$ cat config.mk
export PLATFORM = sky130hd
export DESIGN_NAME = mbp_port
export DESIGN_NICKNAME = d
export VERILOG_FILES = /design/src/rtl/mbp_pkg.sv /design/src/rtl/mbp_phase_if.sv /design/src/rtl/mbp_port.sv /design/src/rtl/mbp_sync.sv /design/src/rtl/mbp_phase.sv
export SDC_FILE = /design/constraint.sdc
export NUM_CORES = 1
export LEC_CHECK = 0
export BUFFER_PORTS_ARGS = -buffer_cell sky130_fd_sc_hd__buf_2
export CAP_MARGIN = 20
export CORE_ASPECT_RATIO = 0.7
export CORE_UTILIZATION = 54
export CTS_BUF_LIST = sky130_fd_sc_hd__clkbuf_2 sky130_fd_sc_hd__clkbuf_4 sky130_fd_sc_hd__clkbuf_8
export DETAILED_ROUTE_END_ITERATION = 8
export PLACE_DENSITY = 0.8
export SETUP_SLACK_MARGIN = 0.15
export SYNTH_ARGS = -nofsm -noshare
export SYNTH_HDL_FRONTEND = slang
export SYNTH_SLANG_ARGS = --single-unit
$ cat constraint.sdc
create_clock -name clk -period 2 [get_ports clk]
set_input_delay 0.4 -clock clk [delete_from_list [all_inputs] [get_ports clk]]
set_output_delay 0.4 -clock clk [all_outputs]
set_load 0.005 [all_outputs]
$ cat src/rtl/mbp_pkg.sv
package mbp_pkg;
  // multiplexed bus shape
  localparam int BUS_W   = 16;
  localparam int ADDR_W  = 24;
  localparam int AHI_W   = 14;
  localparam int ALO_W   = 10;
  // phase one fields
  localparam int P1_MIO_BIT = 0;
  localparam int P1_IOD_BIT = 1;
  localparam int P1_AHI_LSB = 2;
  // phase two fields
  localparam int P2_WR_BIT   = 0;
  localparam int P2_BHE_BIT  = 1;
  localparam int P2_FAST_BIT = 2;
  localparam int P2_ALO_LSB  = 6;
  // synchroniser layout: {bus_clock, ale, cmd_n, mux_bus}
  localparam int SYNC_W       = 19;
  localparam int SYNC_CMD_BIT = 16;
  localparam int SYNC_ALE_BIT = 17;
  localparam int SYNC_BCK_BIT = 18;
  // reset values
  localparam logic [15:0] BUS_RST  = 16'h0000;
  localparam logic [23:0] ADDR_RST = 24'h00_0000;
  localparam logic [18:0] SYNC_RST = 19'h1_0000;
  // cycle tracking states
  typedef enum logic [2:0] {
    ST_IDLE  = 3'b000,
    ST_CLAIM = 3'b001,
    ST_DATA  = 3'b010,
    ST_CMD   = 3'b011,
    ST_SKIP  = 3'b100
  } mbp_state_t;
endpackage

$ cat src/rtl/mbp_phase_if.sv
interface mbp_phase_if;
  logic        p1_en;
  logic [15:0] p1;
  logic [15:0] p2;
  logic        bclk_rise;
  logic        bclk_fall;
  logic        ale_rise;
  logic        cmd_rise;
  logic        cmd_fall;
  modport capture (input p1_en, output p1, p2, bclk_rise, bclk_fall, ale_rise,
                   cmd_rise, cmd_fall);
  modport user (output p1_en, input p1, p2, bclk_rise, bclk_fall, ale_rise,
                cmd_rise, cmd_fall);
endinterface

$ cat src/rtl/mbp_port.sv
// Contract
// one 16-bit two-way bus carries address, command and data in phases.
// phase one is captured on a rising bus clock edge.
// phase two, low address plus command, is captured on rising ALE.
// host samples the claim or request on ALE falling.
// host strobes command in data phase and to acknowledge backoff.
// drive select low while ALE high to claim; otherwise release.
// with ALE low, drive select to ask backoff; host acks by command.
// in stop-clock mode the select line may be pulled to wake clock.
// ready output is a tristate cycle-extension request.
// bit 0 is memory/io in phase one, write/read in phase two.
// bit 1 is io/dma (0 for memory) then byte-high enable.
// phase two bit 2 is the fast-timing bit.
// bits marked unchanged are never relied upon by the decoder.
// memory phase one: bits 15..2 are address 23..10, io/dma 0, mem 1.
// memory phase two: address 9..0 high, control low; phase three data.
// host drives high address first, then low address and raises ALE.
// own cycle is claimed; fast bit 1 selects zero-wait timing.
// host sees claim on bus clock rise and drops ALE there.
// host drives write data or floats the bus for reads.
// fast cycle has no wait unless ready pulled low after command.
// fast cycle returns ready high on a falling bus clock edge.
// host ends command on the edge it samples ready high.
// fast bit 0 means standard timing; ready released at once.
// io cycle is memory/io 0 with io/dma 1.
// reset floats select and ready and idles the cycle tracker.
module mbp_port (
  // clock and reset
  input  wire logic        clk,
  input  wire logic        reset_n,
  // multiplexed bus pins
  input  wire logic        bus_clock,
  input  wire logic        ale,
  input  wire logic        cmd_n,
  input  wire logic [15:0] mux_bus_in,
  output logic      [15:0] mux_bus_out,
  output logic             mux_bus_oe,
  output logic             select_backoff_n_out,
  output logic             select_backoff_n_oe,
  output logic             iochrdy_out,
  output logic             iochrdy_oe,
  // decode window for phase-one address bits 23..10
  input  wire logic [13:0] win_base,
  input  wire logic [13:0] win_mask,
  // backoff and clock wake requests
  input  wire logic        req_change,
  input  wire logic        stop_clock_mode,
  input  wire logic        wake_req,
  output logic             backoff_ack,
  // user side of a claimed cycle
  output logic             cyc_start,
  output logic [23:0]      cyc_addr,
  output logic             cyc_write,
  output logic             cyc_bhe_n,
  output logic             cyc_fast,
  input  wire logic        busy,
  input  wire logic [15:0] rd_data,
  output logic [15:0]      wr_data,
  output logic             wr_strobe
);

  ////////////////////////////////////////////////////////////////////////////
  // pin synchronisation and phase capture

  logic [mbp_pkg::SYNC_W-1:0] sync_q;
  logic [15:0]                bus_s;
  logic                       cmd_s;
  logic                       ale_s;
  logic                       bclk_s;
  mbp_pkg::mbp_state_t        st;
  mbp_phase_if                ph ();

  // every pin from the bus passes two flops; costs 2 clk of latency
  mbp_sync #(
    .W       (mbp_pkg::SYNC_W),
    .RST_VAL (mbp_pkg::SYNC_RST)
  ) u_sync (
    .clk     (clk),
    .reset_n (reset_n),
    .d       ({bus_clock, ale, cmd_n, mux_bus_in}),
    .q       (sync_q)
  );

  assign bus_s  = sync_q[15:0];
  assign cmd_s  = sync_q[mbp_pkg::SYNC_CMD_BIT];
  assign ale_s  = sync_q[mbp_pkg::SYNC_ALE_BIT];
  assign bclk_s = sync_q[mbp_pkg::SYNC_BCK_BIT];

  // phase one moves between cycles, foreign ones too, so a skip never decodes stale address
  assign ph.p1_en = ((st == mbp_pkg::ST_IDLE) || (st == mbp_pkg::ST_SKIP)) && !ale_s;

  mbp_phase u_phase (
    .clk     (clk),
    .reset_n (reset_n),
    .bus_s   (bus_s),
    .bclk_s  (bclk_s),
    .ale_s   (ale_s),
    .cmd_s   (cmd_s),
    .ph      (ph)
  );

  ////////////////////////////////////////////////////////////////////////////
  // decode of phase one

  logic        p1_mem;
  logic        p1_iod;
  logic [13:0] p1_ahi;
  logic        hit;

  assign p1_mem = ph.p1[mbp_pkg::P1_MIO_BIT];
  assign p1_iod = ph.p1[mbp_pkg::P1_IOD_BIT];
  assign p1_ahi = ph.p1[mbp_pkg::P1_AHI_LSB +: mbp_pkg::AHI_W];

  // memory cycles only; io/dma set with memory is malformed, io is not ours
  assign hit = p1_mem && !p1_iod && (((p1_ahi ^ win_base) & win_mask) == 14'h0000);

  ////////////////////////////////////////////////////////////////////////////
  // cycle tracker

  // foreign cycles park in skip so their command strobe is not taken as an ack
  always_ff @(posedge clk or negedge reset_n) begin
    if (!reset_n) begin
      st <= mbp_pkg::ST_IDLE;
    end else begin
      case (st)
        mbp_pkg::ST_IDLE: begin
          if (ph.ale_rise) begin
            st <= hit ? mbp_pkg::ST_CLAIM : mbp_pkg::ST_SKIP;
          end
        end
        mbp_pkg::ST_CLAIM: begin
          if (!ale_s) begin
            st <= mbp_pkg::ST_DATA;
          end
        end
        mbp_pkg::ST_DATA: begin
          if (ph.cmd_fall) begin
            st <= mbp_pkg::ST_CMD;
          end
        end
        mbp_pkg::ST_CMD: begin
          if (ph.cmd_rise) begin
            st <= mbp_pkg::ST_IDLE;
          end
        end
        mbp_pkg::ST_SKIP: begin
          if (ph.cmd_rise) begin
            st <= mbp_pkg::ST_IDLE;
          end else if (ph.ale_rise) begin
            st <= hit ? mbp_pkg::ST_CLAIM : mbp_pkg::ST_SKIP;
          end
        end
        default: begin
          st <= mbp_pkg::ST_IDLE;
        end
      endcase
    end
  end

  ////////////////////////////////////////////////////////////////////////////
  // latched cycle description for the user side

  logic claim_done;
  assign claim_done = (st == mbp_pkg::ST_CLAIM) && !ale_s;

  // phase two bits 5..3 are never looked at
  always_ff @(posedge clk or negedge reset_n) begin
    if (!reset_n) begin
      cyc_addr  <= mbp_pkg::ADDR_RST;
      cyc_write <= 1'b0;
      cyc_bhe_n <= 1'b1;
      cyc_fast  <= 1'b0;
      cyc_start <= 1'b0;
    end else begin
      cyc_start <= claim_done;
      if (claim_done) begin
        cyc_addr  <= {p1_ahi, ph.p2[mbp_pkg::P2_ALO_LSB +: mbp_pkg::ALO_W]};
        cyc_write <= ph.p2[mbp_pkg::P2_WR_BIT];
        cyc_bhe_n <= ph.p2[mbp_pkg::P2_BHE_BIT];
        cyc_fast  <= ph.p2[mbp_pkg::P2_FAST_BIT];
      end
    end
  end

  ////////////////////////////////////////////////////////////////////////////
  // data phase on the multiplexed bus

  logic next_bus_oe;
  assign next_bus_oe = !cyc_write &&
                       (((st == mbp_pkg::ST_DATA) && ph.cmd_fall) ||
                        ((st == mbp_pkg::ST_CMD) && !ph.cmd_rise));

  // read data follows rd_data while driven; write data tracks the bus
  always_ff @(posedge clk or negedge reset_n) begin
    if (!reset_n) begin
      mux_bus_out <= mbp_pkg::BUS_RST;
      mux_bus_oe  <= 1'b0;
      wr_data     <= mbp_pkg::BUS_RST;
      wr_strobe   <= 1'b0;
    end else begin
      mux_bus_out <= rd_data;
      mux_bus_oe  <= next_bus_oe;
      if ((st == mbp_pkg::ST_CMD) && cyc_write && !cmd_s) begin
        wr_data <= bus_s;
      end
      wr_strobe <= (st == mbp_pkg::ST_CMD) && cyc_write && ph.cmd_rise;
    end
  end

  ////////////////////////////////////////////////////////////////////////////
  // select / backoff line

  logic pend;
  logic ack_now;
  logic next_sel;

  assign ack_now = pend && (st == mbp_pkg::ST_IDLE) && !ale_s && !cmd_s;

  // a new request in the ack cycle wins, so no change is ever lost
  always_ff @(posedge clk or negedge reset_n) begin
    if (!reset_n) begin
      pend        <= 1'b0;
      backoff_ack <= 1'b0;
    end else begin
      backoff_ack <= ack_now;
      if (req_change) begin
        pend <= 1'b1;
      end else if (ack_now) begin
        pend <= 1'b0;
      end
    end
  end

  // wake runs regardless of the bus clock, which may be stopped
  assign next_sel = ((st == mbp_pkg::ST_CLAIM) && ale_s) ||
                    ((st == mbp_pkg::ST_IDLE) && !ale_s && pend) ||
                    ((st == mbp_pkg::ST_IDLE) && stop_clock_mode && wake_req);

  // open drain style: low while driven, released otherwise
  always_ff @(posedge clk or negedge reset_n) begin
    if (!reset_n) begin
      select_backoff_n_oe  <= 1'b0;
      select_backoff_n_out <= 1'b1;
    end else begin
      select_backoff_n_oe  <= next_sel;
      select_backoff_n_out <= !next_sel;
    end
  end

  ////////////////////////////////////////////////////////////////////////////
  // ready line

  logic in_cmd;
  logic ext;
  assign in_cmd = (st == mbp_pkg::ST_CMD) && !ph.cmd_rise;

  // pulled low only after command is active; released when command ends
  always_ff @(posedge clk or negedge reset_n) begin
    if (!reset_n) begin
      iochrdy_oe  <= 1'b0;
      iochrdy_out <= 1'b1;
      ext         <= 1'b0;
    end else if (!in_cmd) begin
      iochrdy_oe  <= 1'b0;
      iochrdy_out <= 1'b1;
      ext         <= 1'b0;
    end else if (busy) begin
      iochrdy_oe  <= 1'b1;
      iochrdy_out <= 1'b0;
      ext         <= 1'b1;
    end else if (ext && !iochrdy_out && (!cyc_fast || ph.bclk_fall)) begin
      iochrdy_out <= 1'b1;
    end
  end

  ////////////////////////////////////////////////////////////////////////////
  // checks

  AST_SEL_CLAIM: assert property (@(posedge clk) disable iff (!reset_n)
    ((st == mbp_pkg::ST_CLAIM) && ale_s) |=> select_backoff_n_oe && !select_backoff_n_out)
    else $error("claim not driven while address latch high");
  AST_SEL_RELEASE: assert property (@(posedge clk) disable iff (!reset_n)
    ((st != mbp_pkg::ST_CLAIM) && (st != mbp_pkg::ST_IDLE)) |=> !select_backoff_n_oe)
    else $error("select driven outside claim and idle");
  AST_BACKOFF: assert property (@(posedge clk) disable iff (!reset_n)
    (pend && (st == mbp_pkg::ST_IDLE) && !ale_s) |=> select_backoff_n_oe)
    else $error("pending request not driven on select");
  AST_ACK_CLEAR: assert property (@(posedge clk) disable iff (!reset_n)
    (ack_now && !req_change) |=> !pend && backoff_ack)
    else $error("acknowledged request not cleared");
  AST_WAKE: assert property (@(posedge clk) disable iff (!reset_n)
    ((st == mbp_pkg::ST_IDLE) && stop_clock_mode && wake_req) |=> select_backoff_n_oe)
    else $error("wake request not driven");
  AST_CLAIM_HIT: assert property (@(posedge clk) disable iff (!reset_n)
    ((st == mbp_pkg::ST_IDLE) && ph.ale_rise && hit) |=> (st == mbp_pkg::ST_CLAIM) ##1
      select_backoff_n_oe)
    else $error("own cycle not claimed");
  AST_EXTEND: assert property (@(posedge clk) disable iff (!reset_n)
    (in_cmd && busy) |=> iochrdy_oe && !iochrdy_out)
    else $error("busy did not pull ready low");
  AST_NO_EXTEND_EARLY: assert property (@(posedge clk) disable iff (!reset_n)
    (st != mbp_pkg::ST_CMD) |=> !iochrdy_oe)
    else $error("ready driven outside command");
  AST_FAST_HOLD: assert property (@(posedge clk) disable iff (!reset_n)
    (in_cmd && cyc_fast && !busy && iochrdy_oe && !iochrdy_out && !ph.bclk_fall)
      |=> !iochrdy_out)
    else $error("fast ready released off a falling bus clock edge");
  AST_STD_RELEASE: assert property (@(posedge clk) disable iff (!reset_n)
    (in_cmd && !cyc_fast && !busy && iochrdy_oe && !iochrdy_out) |=> iochrdy_out)
    else $error("standard ready not released at once");

  // hand-over, data phase, foreign cycle and backoff checks
  AST_START_DATA: assert property (@(posedge clk) disable iff (!reset_n)
    cyc_start |-> (st == mbp_pkg::ST_DATA))
    else $error("start pulse outside data phase");
  AST_MISS_SKIP: assert property (@(posedge clk) disable iff (!reset_n)
    ((st == mbp_pkg::ST_IDLE) && ph.ale_rise && !hit) |=> (st == mbp_pkg::ST_SKIP))
    else $error("foreign cycle not parked");
  AST_SKIP_QUIET: assert property (@(posedge clk) disable iff (!reset_n)
    (st == mbp_pkg::ST_SKIP) |=> !cyc_start && !mux_bus_oe && !iochrdy_oe)
    else $error("foreign cycle answered");
  AST_READ_DRIVE: assert property (@(posedge clk) disable iff (!reset_n)
    ((st == mbp_pkg::ST_CMD) && !cyc_write && !ph.cmd_rise) |=> mux_bus_oe)
    else $error("read data not driven during command");
  AST_WRITE_FLOAT: assert property (@(posedge clk) disable iff (!reset_n)
    mux_bus_oe |-> !cyc_write)
    else $error("bus driven during a write");
  AST_BUS_IDLE: assert property (@(posedge clk) disable iff (!reset_n)
    (st == mbp_pkg::ST_IDLE) |=> !mux_bus_oe)
    else $error("bus driven while idle");
  AST_WR_STROBE: assert property (@(posedge clk) disable iff (!reset_n)
    ((st == mbp_pkg::ST_CMD) && cyc_write && ph.cmd_rise)
      |=> wr_strobe && (st == mbp_pkg::ST_IDLE))
    else $error("write strobe missing at command end");
  AST_WR_STABLE: assert property (@(posedge clk) disable iff (!reset_n)
    wr_strobe |-> $stable(wr_data))
    else $error("write data moved under its strobe");
  AST_ACK_IDLE: assert property (@(posedge clk) disable iff (!reset_n)
    backoff_ack |-> ($past(st) == mbp_pkg::ST_IDLE))
    else $error("backoff acknowledged outside idle");
  AST_READY_END: assert property (@(posedge clk) disable iff (!reset_n)
    ((st == mbp_pkg::ST_CMD) && ph.cmd_rise) |=> !iochrdy_oe)
    else $error("ready still driven after command");
endmodule

$ cat src/rtl/mbp_sync.sv
module mbp_sync #(
  parameter int             W       = 1,
  parameter logic [W-1:0]   RST_VAL = '0
) (
  // clock and reset
  input  wire logic         clk,
  input  wire logic         reset_n,
  // asynchronous in, synchronous out
  input  wire logic [W-1:0] d,
  output logic      [W-1:0] q
);
  logic [W-1:0] meta;

  // two flops per bit; only the second stage is ever read
  for (genvar i = 0; i < W; i++) begin : g_bit
    always_ff @(posedge clk or negedge reset_n) begin
      if (!reset_n) begin
        meta[i] <= RST_VAL[i];
        q[i]    <= RST_VAL[i];
      end else begin
        meta[i] <= d[i];
        q[i]    <= meta[i];
      end
    end
  end
endmodule

$ cat src/rtl/mbp_phase.sv
module mbp_phase (
  // clock and reset
  input  wire logic        clk,
  input  wire logic        reset_n,
  // synchronised bus pins
  input  wire logic [15:0] bus_s,
  input  wire logic        bclk_s,
  input  wire logic        ale_s,
  input  wire logic        cmd_s,
  // captured phases and edges
  mbp_phase_if.capture     ph
);
  logic bclk_d;
  logic ale_d;
  logic cmd_d;

  // previous samples for edge finding
  always_ff @(posedge clk or negedge reset_n) begin
    if (!reset_n) begin
      bclk_d <= 1'b0;
      ale_d  <= 1'b0;
      cmd_d  <= 1'b1;
    end else begin
      bclk_d <= bclk_s;
      ale_d  <= ale_s;
      cmd_d  <= cmd_s;
    end
  end

  assign ph.bclk_rise = bclk_s & ~bclk_d;
  assign ph.bclk_fall = ~bclk_s & bclk_d;
  assign ph.ale_rise  = ale_s & ~ale_d;
  assign ph.cmd_fall  = ~cmd_s & cmd_d;
  assign ph.cmd_rise  = cmd_s & ~cmd_d;

  // phase one on bus clock rise, phase two on address latch rise
  always_ff @(posedge clk or negedge reset_n) begin
    if (!reset_n) begin
      ph.p1 <= mbp_pkg::BUS_RST;
      ph.p2 <= mbp_pkg::BUS_RST;
    end else begin
      if (ph.bclk_rise && ph.p1_en) begin
        ph.p1 <= bus_s;
      end
      if (ph.ale_rise) begin
        ph.p2 <= bus_s;
      end
    end
  end

  AST_P1_CAPTURE: assert property (@(posedge clk) disable iff (!reset_n)
    (ph.bclk_rise && ph.p1_en) |=> (ph.p1 == $past(bus_s)))
    else $error("phase one not taken on bus clock rise");
  AST_P2_CAPTURE: assert property (@(posedge clk) disable iff (!reset_n)
    ph.ale_rise |=> (ph.p2 == $past(bus_s)) ##1 $stable(ph.p2))
    else $error("phase two not taken on address latch rise");
endmodule

==> summary by stage, run 1 <==
Status
The run finished with clean final reports.

CTS
The number of buffers inserted to repair setup after CTS is 0. After clock tree synthesis, the clock-pin slew on the worst setup and hold paths is 0.07 ns. TritonCTS built the clock tree. The clock tree synthesis step divided the H-tree into 4 levels. Clock latency on the worst-skew pair, taken at its later pin, is 0.43 ns. In this run the clock root is driven by a clkbuf_8. No sink is reached through more buffers than the 2 on the longest clock path. The count of clock tree sinks is 141. The total clock buffers created by CTS is 17.

Timing
The final number of max-transition violations is 0. The maximum clock skew at final layout is 0.0120 ns. The peak clock frequency supported by timing is 586 MHz.

Setup repair after global routing left no endpoint under its margin. The relative slew slack is 73.2%. The measured slew at the worst slew-check pin is 0.402 ns. Setup violations remaining at the end of the flow were counted as 0. The post-layout minimum cycle time is 1.71 ns. In the finished design, the share of the clock period the worst path needs comes to 85.3%.

The number of hold-slack violations in the final timing report is 0. After routing, the total negative slack on setup checks comes to 0 ns.

Global route
The first global-routing pass estimated 14.8 mm of wire. After global routing, the most crowded layer is met2. The number of antenna violations at the first check in global routing is 0.

The number of global-route vias before repair is 2955. The maximum number of pins on one net before global-route repair is 50. Global routing finished with a remaining overflow of 0. In the global route stage, met1 resource usage came out at 29.6%. The global routing met2 resource utilization is 33.8%. For this run, the total global-route usage over all layers was measured as 22.3%. Global routing consumed, on the met3 layer, 8.19% of the routing resources.

Finish
The post-route netlist has 57.0% of its cells at a drive strength greater than 1. The net count reported at finish is 512. Cells fill 71.3% of the core in the end. The count of antenna diodes in the layout is 0.

Compared with the post-synthesis result, the final layout area differs by 25.7%.

Placement
The congestion estimate from routability-driven global placement came to 0.853. The HPWL after detailed placement is 6.53 mm. Buffers placed on the I/O ports in this run total 135.

Critical path
The highest net fanout along the worst path is 16. The worst setup path is of the reg2reg kind. STA puts the critical path data arrival time at 2.02 ns. STA classifies the critical path endpoint as a flip-flop. The type of element launching the critical path is a flip-flop. The data required time at the worst endpoint is 2.31 ns. The length in cells of the worst reg-to-reg path is 4.

Min path
The class of the tightest hold or removal check is in2reg. Along the worst hold path, the cell count comes to 1.

Synth
During synthesis, Yosys emitted a total of 0 warnings. The instance count of the mapped netlist is 288. The sequential fraction of the synthesis area is 72.6%. By area the synthesized netlist is led by dfrtp_1, mux2_2, dfstp_2, xor2_1, a22oi_1. The mapped cell area is 0.00487 mm^2. The average instance in the mapped netlist occupies 16.9 um^2. The number of unique standard cell types used by synthesis is 35. The post-synthesis sequential element count is 141.

Counting every net in the synthesized netlist gives 357. The synthesized design devotes to its leading area cell type 69.4% of total area. The largest total area in the synthesized netlist belongs to dfrtp_1.

Routing
The detail route stage leaves a number of antenna-violating nets equal to 0. In the final routed layout, each cell accounts on average for 16.4 um. The final route contains 2916 vias.

The starting DRC count in detailed routing is 119. The total wirelength of the detailed-routed design is 9.43 mm. The detailed-route DRC error count is 0. The detailed-routing iteration count for the pre-antenna-repair pass is 4.

The post-detailed-route via-to-cell ratio is 5.06.

Floorplan
The vertical extent of the die is 81.5 um. The total area inside the core boundary comes to 0.00858 mm^2. The die is 116 um wide. The number of core rows is 28. The effective utilization at floorplan is 56.7%.

The floorplan step defined a die boundary enclosing 0.00941 mm^2. The count of pins on the block boundary is 136.

Pwr
The power per unit of standard cell area is 1010 mW/mm^2. The switching part of the total is 23.3%. The worst IR drop on VDD is 0.617 mV. The sequential power share is 54.2%. The clock share of power is 35.0%. The static power due to leakage is 3.16 nW. The combinational share of power is 10.9%. The total net switching power is 1.44 mW. The internal portion of the total power is 4.73 mW. The overall power of the completed layout is 6.17 mW.

Flow run
The number of max-cap violations is 0.
sequential cells by signal, summed over array words and instances (netlist names), 3 cells and up:
register / cells
cyc_addr: 24
u_sync.meta: 19
u_sync.q: 19
mux_bus_out: 16
u_phase.ph.p1: 16
wr_data: 16
u_phase.ph.p2: 13
st: 3
cells in the mapped netlist (all sizes together):
library cell  number
o21ai              4
nor4b              2
clkbuf             3
nor4               2
a211oi             1
a2111oi            1
nand2b             2
nand4              2
a211o              1
nand4b             1
a21oi              5
inv                5
nor2               4
mux2i              1
nand2              4
or3                1
nor3               5
nand3              1
and4b              1
o21bai             1
nor2b              1
o21a               1
mux2              72
dfstp              6
buf                6
a22oi              6
dfrtp            135
xor2              14
layout by cell type, fill, tap and decap left out, types with 2 or more instances in the layout:
cell type / netlist / routed
dfstp_2: 6 / 6
nor4b_1: 2 / 2
clkbuf_8: 0 / 20
nand2_1: 4 / 4
nor2_1: 3 / 3
a22oi_1: 6 / 6
a21oi_1: 5 / 5
clkinv_2: 0 / 2
nor3_1: 4 / 4
xor2_1: 14 / 14
dfrtp_1: 135 / 135
inv_1: 4 / 4
buf_12: 0 / 2
o21ai_0: 4 / 4
buf_2: 1 / 134
nand4_1: 2 / 2
mux2_2: 72 / 72
clkbuf_4: 0 / 9
buf_4: 2 / 7
path summary, 6_finish.rpt:
| kind | slack, ns | from | end |
|---|---|---|---|
| worst max-delay path | 0.29 | st[0] | cyc_addr[11] |
| worst min-delay path | 0.07 | cmd_n | u_sync.meta[16] |
| worst max register to register | 0.29 | st[0] | cyc_addr[11] |
| worst min register to register | 0.35 | u_sync.meta[5] | u_sync.q[5] |
| max in group asynchronous | 0.86 | reset_n | cyc_bhe_n |
| min in group asynchronous | 0.47 | reset_n | select_backoff_n_oe |
power groups by stage:
stage,logic (mW),registers [mW],clock network [mW]
after floorplan,0.335,3.35,0
after global placement,0.661,3.37,0
after detailed placement,0.677,3.39,0
after CTS,0.684,3.34,2.21
after global routing,0.744,3.37,2.32
final,0.670,3.34,2.16
worst max-delay path: stages, from the launching register on:
cell and delay, ns:
dfrtp_1 0.50, inv_2 0.12, nor4_4 0.30, buf_4 0.31, mux2_2 0.37
layout make-up:
| class | count | area, um^2 |
|---|---|---|
| flip-flops and latches | 141 | 3540 |
| clock inverters | 3 | 40.0 |
| repair buffers | 145 | 785 |
| clock buffers | 29 | 343 |
| inverters | 5 | 18.8 |
| fillers | 589 | 2460 |
| multi-input cells | 133 | 1250 |
| well taps | 120 | 150 |
through the flow:
stage / hold slack, ns / setup WS, ns / area, um^2 / std cells
after floorplan: 0.104 / 0.292 / 4870 / 288
after global placement: 0.332 / 0.354 / 5730 / 543
after detailed placement: 0.336 / 0.299 / 5730 / 543
after CTS: 0.0371 / 0.305 / 6120 / 576
after global routing: 0.0347 / 0.186 / 6120 / 576
final: 0.0717 / 0.294 / 6120 / 576
per-layer routing:
layer	part of all wire, %	routed length [um]
met3	8.4	796
met5	0	0
met1	44	4180
met2	46	4340
met4	1.2	116
repair_timing:
item	CTS	global route
hold endpoints to repair	35	0
hold buffers	1	0
resized for setup	0	0
logic make-up (layout without fill, tap and decap cells):
family	count (synthesis)	in the layout	share of synthesized area, %
flops	141	141	72.6
mux	73	73	16.9
simple gates	26	26	3.52
compound gates	20	20	2.80
xor+xnor	14	14	2.52
buf+inv	14	182	1.72
No activity file was read; power rests on OpenSTA's default activity.
==> inputs of run 2 (changes only) <==
--- a/config.mk
+++ b/config.mk
@@ -8,10 +8,10 @@
 export BUFFER_PORTS_ARGS = -buffer_cell sky130_fd_sc_hd__buf_2
 export CAP_MARGIN = 20
 export CORE_ASPECT_RATIO = 0.7
-export CORE_UTILIZATION = 54
+export CORE_UTILIZATION = 45
 export CTS_BUF_LIST = sky130_fd_sc_hd__clkbuf_2 sky130_fd_sc_hd__clkbuf_4 sky130_fd_sc_hd__clkbuf_8
 export DETAILED_ROUTE_END_ITERATION = 8
-export PLACE_DENSITY = 0.8
+export PLACE_DENSITY = 0.68
 export SETUP_SLACK_MARGIN = 0.15
 export SYNTH_ARGS = -nofsm -noshare
 export SYNTH_HDL_FRONTEND = slang
==> constraint.sdc (replaced) <==
create_clock -name clk -period 1.8 [get_ports clk]
set_input_delay 0.36 -clock clk [delete_from_list [all_inputs] [get_ports clk]]
set_output_delay 0.36 -clock clk [all_outputs]
set_load 0.005 [all_outputs]
==> summary by stage, run 2 (same netlist as run 1, synthesis figures left out) <==
Routing
The post-detailed-route via-to-cell ratio is 4.81. The first detailed-routing pass ran for 4 iterations. In the routed design, unresolved DRC markers number 0. The average routed wire per standard cell is 16.3 um. The detailed router finished its first iteration with 114 violations.

The remaining antenna violation count after routing is 0. The overall via count from detail_route is 2888. The final layout contains routed wiring with a total length of 9.78 mm.

Placement
Detailed placement ended at an HPWL of 6.83 mm. The pre-CTS setup slack is 0.106 ns. The count of buffers from port buffering is 135. The placer's final routability congestion estimate is 0.830.

Finish
The register with the most flip-flops in the layout has 24 of them. More flip-flops sit in one register than any other, and that register is cyc_addr. The number of antenna diodes in the final layout is 0.

Registers take 0.00354 mm^2. The net count of the finished layout is 525. The filler cells instantiated in the layout total 827. The largest registers in the layout are cyc_addr: 24 flops, u_sync.meta: 19 flops, u_sync.q: 19 flops. In the layout the commonest cells are buf_2, dfrtp_1, mux2_2. The library cell used most frequently in the layout, excluding fill and tap cells, is buf_2. The growth of design area from synthesis to finish is 29.1%. The combined area of the multi-input logic cells is 0.00126 mm^2. Of the cells placed in the final design, the portion with a size suffix greater than 1 is 56.7%.

Global route
The first global-routing pass estimated 15.4 mm of wire. The aggregate global routing overflow is 0. The maximum number of pins on one net before global-route repair is 49. The number of global-route vias before repair came to 2970. For this run, the total global-route usage over all layers was measured as 18.9%. The number of antenna violations at the first check in global routing is 0.

Timing
The worst path setup slack after routing is 0.222 ns. The final number of setup-violating endpoints is 0. Across the routed clock network, the largest skew measured is 0.0101 ns.

At the pin with the least slew margin, the transition time is 0.376 ns. The share of the clock period used by the worst path after layout is 87.7%. The relative slew slack is 74.6%. The final number of max-transition violations was 0. The smallest clock period supported by the final layout is computed as 1.58 ns. Setup repair after global routing left no endpoint under its margin. Summed over all failing endpoints, the final setup total negative slack is 0 ns. The number of hold-slack violations in the final timing report is 0.

Static timing analysis puts the maximum clock frequency at 634 MHz.

Critical path
The data required time at the worst endpoint is 2.11 ns. Traced cell by cell, the critical path runs through inv_4 > nor4_4 > buf_4 > mux2_2. The highest net fanout along the worst path is 13. The delay contributed by the slowest stage of the critical path is 0.47 ns. The data arrival time of the critical path is 1.89 ns.

The critical path endpoint category is a flip-flop. STA classifies the critical path startpoint as a flip-flop. The worst register-to-register path begins at st[0]. Tracing the worst setup path back leads to its startpoint at st[0].

The cell with the largest stage delay on the worst path is dfrtp_2. The critical path is of the reg2reg type.

CTS
The total clock buffers created by CTS is 17. The clock tree buffer depth is 2. The clock latency at the later pin of the worst-skew pair is 0.42 ns. The tree is rooted in a clkbuf_8.

The clock-pin slew on the worst setup and hold paths is 0.08 ns. TritonCTS built the clock tree. The number of levels the H-tree was split into is 4. Clock tree synthesis found a total of 141 sinks.

Floorplan
The die outline width is 126 um. The count of pins on the block boundary is 136. For this configuration, the core starts out at a cell density of 46.7%. The core region is 0.0104 mm^2.

The die covers 0.0113 mm^2. The initialized floorplan defines 31 standard-cell rows. In this run the vertical extent of the chip is 89.0 um.

Pwr
Across the VDD grid, the largest voltage drop is 0.654 mV. The analysis attributes to cell leakage a power of 3.18 nW. The power per unit of standard cell area is 1090 mW/mm^2.

Status
The flow ran to the end, and the final reports show no timing, DRC or antenna violations.

Min path
The worst hold path startpoint is mux_bus_in[3]. The tightest min-delay check is of the in2reg type.

Flow run
Across the run, the number of max-cap violations was 0.
==> run 2: changes by cell type in the layout (fill, tap and decap cells not counted), moves of 2 or more <==
cell / delta
dlygate4sd3_1: +11
clkbuf_4: -9
clkinvlp_4: +7
dfrtp_1: -3
dfrtp_2: +3
inv_6: +2
==> run 2: cell type report <==
type,count,share of cell area [%]
sequential,141,56.3
inverter,5,0.338
clock buffer,19,4.16
tap,132,2.63
multi-input combinational,133,20.1
clock inverter,13,1.83
timing repair buffer,158,14.7
==> run 2: per-stage QoR <==
stage	cells	cell area, um^2	power, mW	util [%]	hold WS [ns]
6_report	601	6290	6.84	60.3	0.0405
5_1_grt	601	6290	7.20	60.3	0.000120
4_1_cts	590	6170	6.92	59.2	0.000563
3_5_place_dp	556	5770	4.55	55.3	0.242
3_3_place_gp	556	5770	4.51	55.3	0.240
2_1_floorplan	288	4890	4.10	-	0.0644
==> run 2: worst paths after layout <==
kind | endpoint | slack [ns] | cells past startpoint
worst min-delay path | u_sync.meta[3] | 0.04 | 1
worst min register to register | u_sync.q[8] | 0.35 | 0
worst max-delay path | cyc_addr[18] | 0.22 | 4
worst max register to register | cyc_addr[18] | 0.22 | 4
min in group asynchronous | select_backoff_n_oe | 0.36 | 2
max in group asynchronous | u_sync.q[16] | 0.81 | 3
==> run 2: report_power, final <==
part / total, mW / switching (mW) / leakage (nW) / internal, mW
Sequential: 3.70 / 0.200 / 1.75 / 3.50
Combinational: 0.805 / 0.362 / 1.26 / 0.443
Clock: 2.34 / 1.18 / 0.173 / 1.16
Total: 6.84 / 1.74 / 3.18 / 5.10
==> run 2: routing by layer <==
| layer | vias to the layer above | global-route usage, % | routed length, um |
|---|---|---|---|
| li1 | 1348 | - | - |
| met1 | 1416 | 25.5 | 4650 |
| met2 | 118 | 27.8 | 4320 |
| met3 | 6 | 7.24 | 756 |
| met4 | 0 | 7.89 | 53 |
| met5 | - | 0 | 0 |
==> run 2: critical path, delay by kind of cell (launching register included) <==
family / cells / cell delay (ns)
buf+inv: 2 / 0.35
flops: 1 / 0.47
mux: 1 / 0.36
simple gates: 1 / 0.29
==> run 2: timing repair <==
action	in CTS	in global routing
pin swaps	0	3
setup buffers	0	1
endpoints found under the setup margin	15	4
gates resized for setup	3	2
endpoints found under the hold margin	23	10
hold buffers	2	10
==> inputs of run 3 (changes only) <==
--- a/config.mk
+++ b/config.mk
@@ -11,7 +11,7 @@
 export CORE_UTILIZATION = 45
 export CTS_BUF_LIST = sky130_fd_sc_hd__clkbuf_2 sky130_fd_sc_hd__clkbuf_4 sky130_fd_sc_hd__clkbuf_8
 export DETAILED_ROUTE_END_ITERATION = 8
-export PLACE_DENSITY = 0.68
+export PLACE_DENSITY = 0.81
 export SETUP_SLACK_MARGIN = 0.15
 export SYNTH_ARGS = -nofsm -noshare
 export SYNTH_HDL_FRONTEND = slang
==> constraint.sdc (replaced) <==
create_clock -name clk -period 1.8 [get_ports clk]
set_input_delay 0.36 -clock clk [delete_from_list [all_inputs] [get_ports clk]]
set_output_delay 0.36 -clock clk [all_outputs]
set_load 0.01 [all_outputs]
==> summary by stage, run 3 (same netlist as run 1, synthesis figures left out) <==
Status
The flow ran to the end, and the final reports show no timing, DRC or antenna violations.

Floorplan
The effective utilization at floorplan is 46.7%. The die is 126 um wide. The core region area is 0.0104 mm^2. The die is 89.0 um tall. After floorplanning, the core was divided into 31 placement rows. The count of pins on the block boundary is 136. The die outline area is 0.0113 mm^2.

Finish
With fillers left out, the area of the finished cells amounts to 0.00640 mm^2. The largest registers in the layout are cyc_addr: 24 flops, u_sync.meta: 19 flops, u_sync.q: 19 flops. Ranked by flip-flop count, first place goes to cyc_addr. The layout has 793 filler cells.

The count of antenna diodes in the layout is 0. The top cell types in the final layout, fill and taps aside, are buf_2, dfrtp_1, mux2_2. The post-layout utilization of the core is 61.3%. The combined area of the multi-input logic cells is 0.00126 mm^2. In the final layout, the share of cells above drive strength 1 is 56.9%.

The number of standard cells in the final layout excluding fillers is 601. The growth of design area from synthesis to finish is 31.3%. The register with the most flip-flops in the layout has 24 of them. The area taken by flip-flops and latches is 0.00354 mm^2. The most common cell after layout, fill and taps aside is buf_2. After the last flow step, the layout net total stands at 525.

CTS
The count of clock tree sinks is 141. The clock latency at the later pin of the worst-skew pair is 0.43 ns. The total clock buffers created by CTS is 17. The tree is rooted in a clkbuf_8. The clock tree synthesis step divided the H-tree into 4 levels. The clock-pin slew on the worst setup and hold paths is 0.07 ns. No sink is reached through more buffers than the 2 on the longest clock path.

TritonCTS built the clock tree.

Critical path
Along the worst path, the maximum fanout reaches 16. STA classifies the critical path startpoint as a flip-flop. The cell with the largest stage delay on the worst path is dfrtp_2. The worst setup path is captured at a flip-flop. The data required time at the worst endpoint is 2.11 ns. The data arrival time of the critical path is 1.91 ns. The delay contributed by the slowest stage of the critical path is 0.48 ns. The signal on the critical path passes through inv_4 > nor4_4 > buf_4 > mux2_2. The setup path with the least slack is of type reg2reg.

Pwr
The worst IR drop on VDD is 0.591 mV. For this design the ratio of total power to cell area is 1190 mW/mm^2. Summed over all cells, the static leakage comes to 3.26 nW. The overall power of the completed layout is 7.63 mW.

Global route
The wire length of the first global-routing pass is 15.5 mm. The met3 usage is 5.57%. The maximum number of pins on one net before global-route repair is 44. The number of global-route vias before repair was 3012.

Global routing used 30.2% of the available met2 tracks. The met1 capacity usage during global routing is 24.4%. The peak-usage layer in the global routing report is met2.

The number of antenna violations at the first check in global routing is 0. For this run, the total global-route usage over all layers was measured as 19.0%. The aggregate global routing overflow is 0.

Routing
The starting DRC count in detailed routing is 153. In the routed design, unresolved DRC markers number 0. The overall via count from detail_route is 2905. Summed over all layers, the routed wires come to 10.1 mm. The post-detailed-route via-to-cell ratio is 4.83.

The first TritonRoute pass finished after 4 iterations. The average routed wire per standard cell is 16.7 um. The count of nets left with antenna violations once routing finished came out at 0.

Timing
The final number of max-transition violations is 0. At the pin with the least slew margin, the transition time is 0.382 ns. Across all setup checks in the final design, the least slack found is 0.202 ns. The share of the clock period used by the worst path after layout is 88.8%.

The number of hold-slack violations in the final timing report is 0. The post-layout minimum cycle time is 1.60 ns. For the final routed database, the setup TNS stands at 0 ns. Across the routed clock network, the largest skew measured is 0.0104 ns. The relative slew slack is 74.2%. Setup repair after global routing could not meet its margin everywhere. The final number of setup-violating endpoints is 0. For this run, the top clock speed supported by timing is 626 MHz. The worst-case hold slack is 0.0321 ns.

Flow run
Across the run, the number of max-cap violations was 0.

Placement
The count of buffers from port buffering is 135. Before CTS, the worst setup slack after placement is 0.138 ns. The number of placed instances, taps included, is 557.

The placer's final routability congestion estimate is 0.813. The HPWL after detailed placement is 6.86 mm. The placed instances occupy a cell area of 0.00577 mm^2.

Min path
The class of the tightest hold or removal check is in2reg.
run 3: worst max-delay path, delay by kind of cell (launching register included):
kind | cells | cell delay [ns]
buf+inv | 2 | 0.35
flops | 1 | 0.48
mux | 1 | 0.37
simple gates | 1 | 0.27
run 3: power by group:
group          internal, mW  switching (mW)
combinational         0.446           0.412
sequential             3.50           0.214
clock                  1.91            1.15
total                  5.86            1.77
run 3: area by class of cell:
cell class / instances / area share, %
Clock inverter: 11 / 3.31
Sequential cell: 141 / 55.4
Timing Repair Buffer: 158 / 14.3
Clock buffer: 21 / 4.42
Tap cell: 132 / 2.58
Inverter: 5 / 0.333
Multi-Input combinational cell: 133 / 19.7
run 3: repair_timing:
item,in CTS,in global routing
gates resized for setup,1,5
gates cloned,0,0
pin swaps,0,2
hold endpoints to repair,49,2
hold buffers,10,2
endpoints found under the setup margin,27,30
buffers inserted,0,0
run 3: layer usage:
layer	vias up	routed length (um)
li1	1337	-
met1	1471	4500
met2	86	4900
met3	11	544
met4	0	104
met5	-	0
run 3: final timing paths:
path                                         to  slack, ns  cells past startpoint            start
worst max-delay path               cyc_addr[15]       0.20                      4            st[0]
worst min-delay path            u_sync.meta[11]       0.03                      1   mux_bus_in[11]
worst max register to register     cyc_addr[15]       0.20                      4            st[0]
worst min register to register     u_sync.q[15]       0.35                      0  u_sync.meta[15]
max in group asynchronous           iochrdy_out       0.77                      3          reset_n
min in group asynchronous           u_sync.q[5]       0.41                      2          reset_n
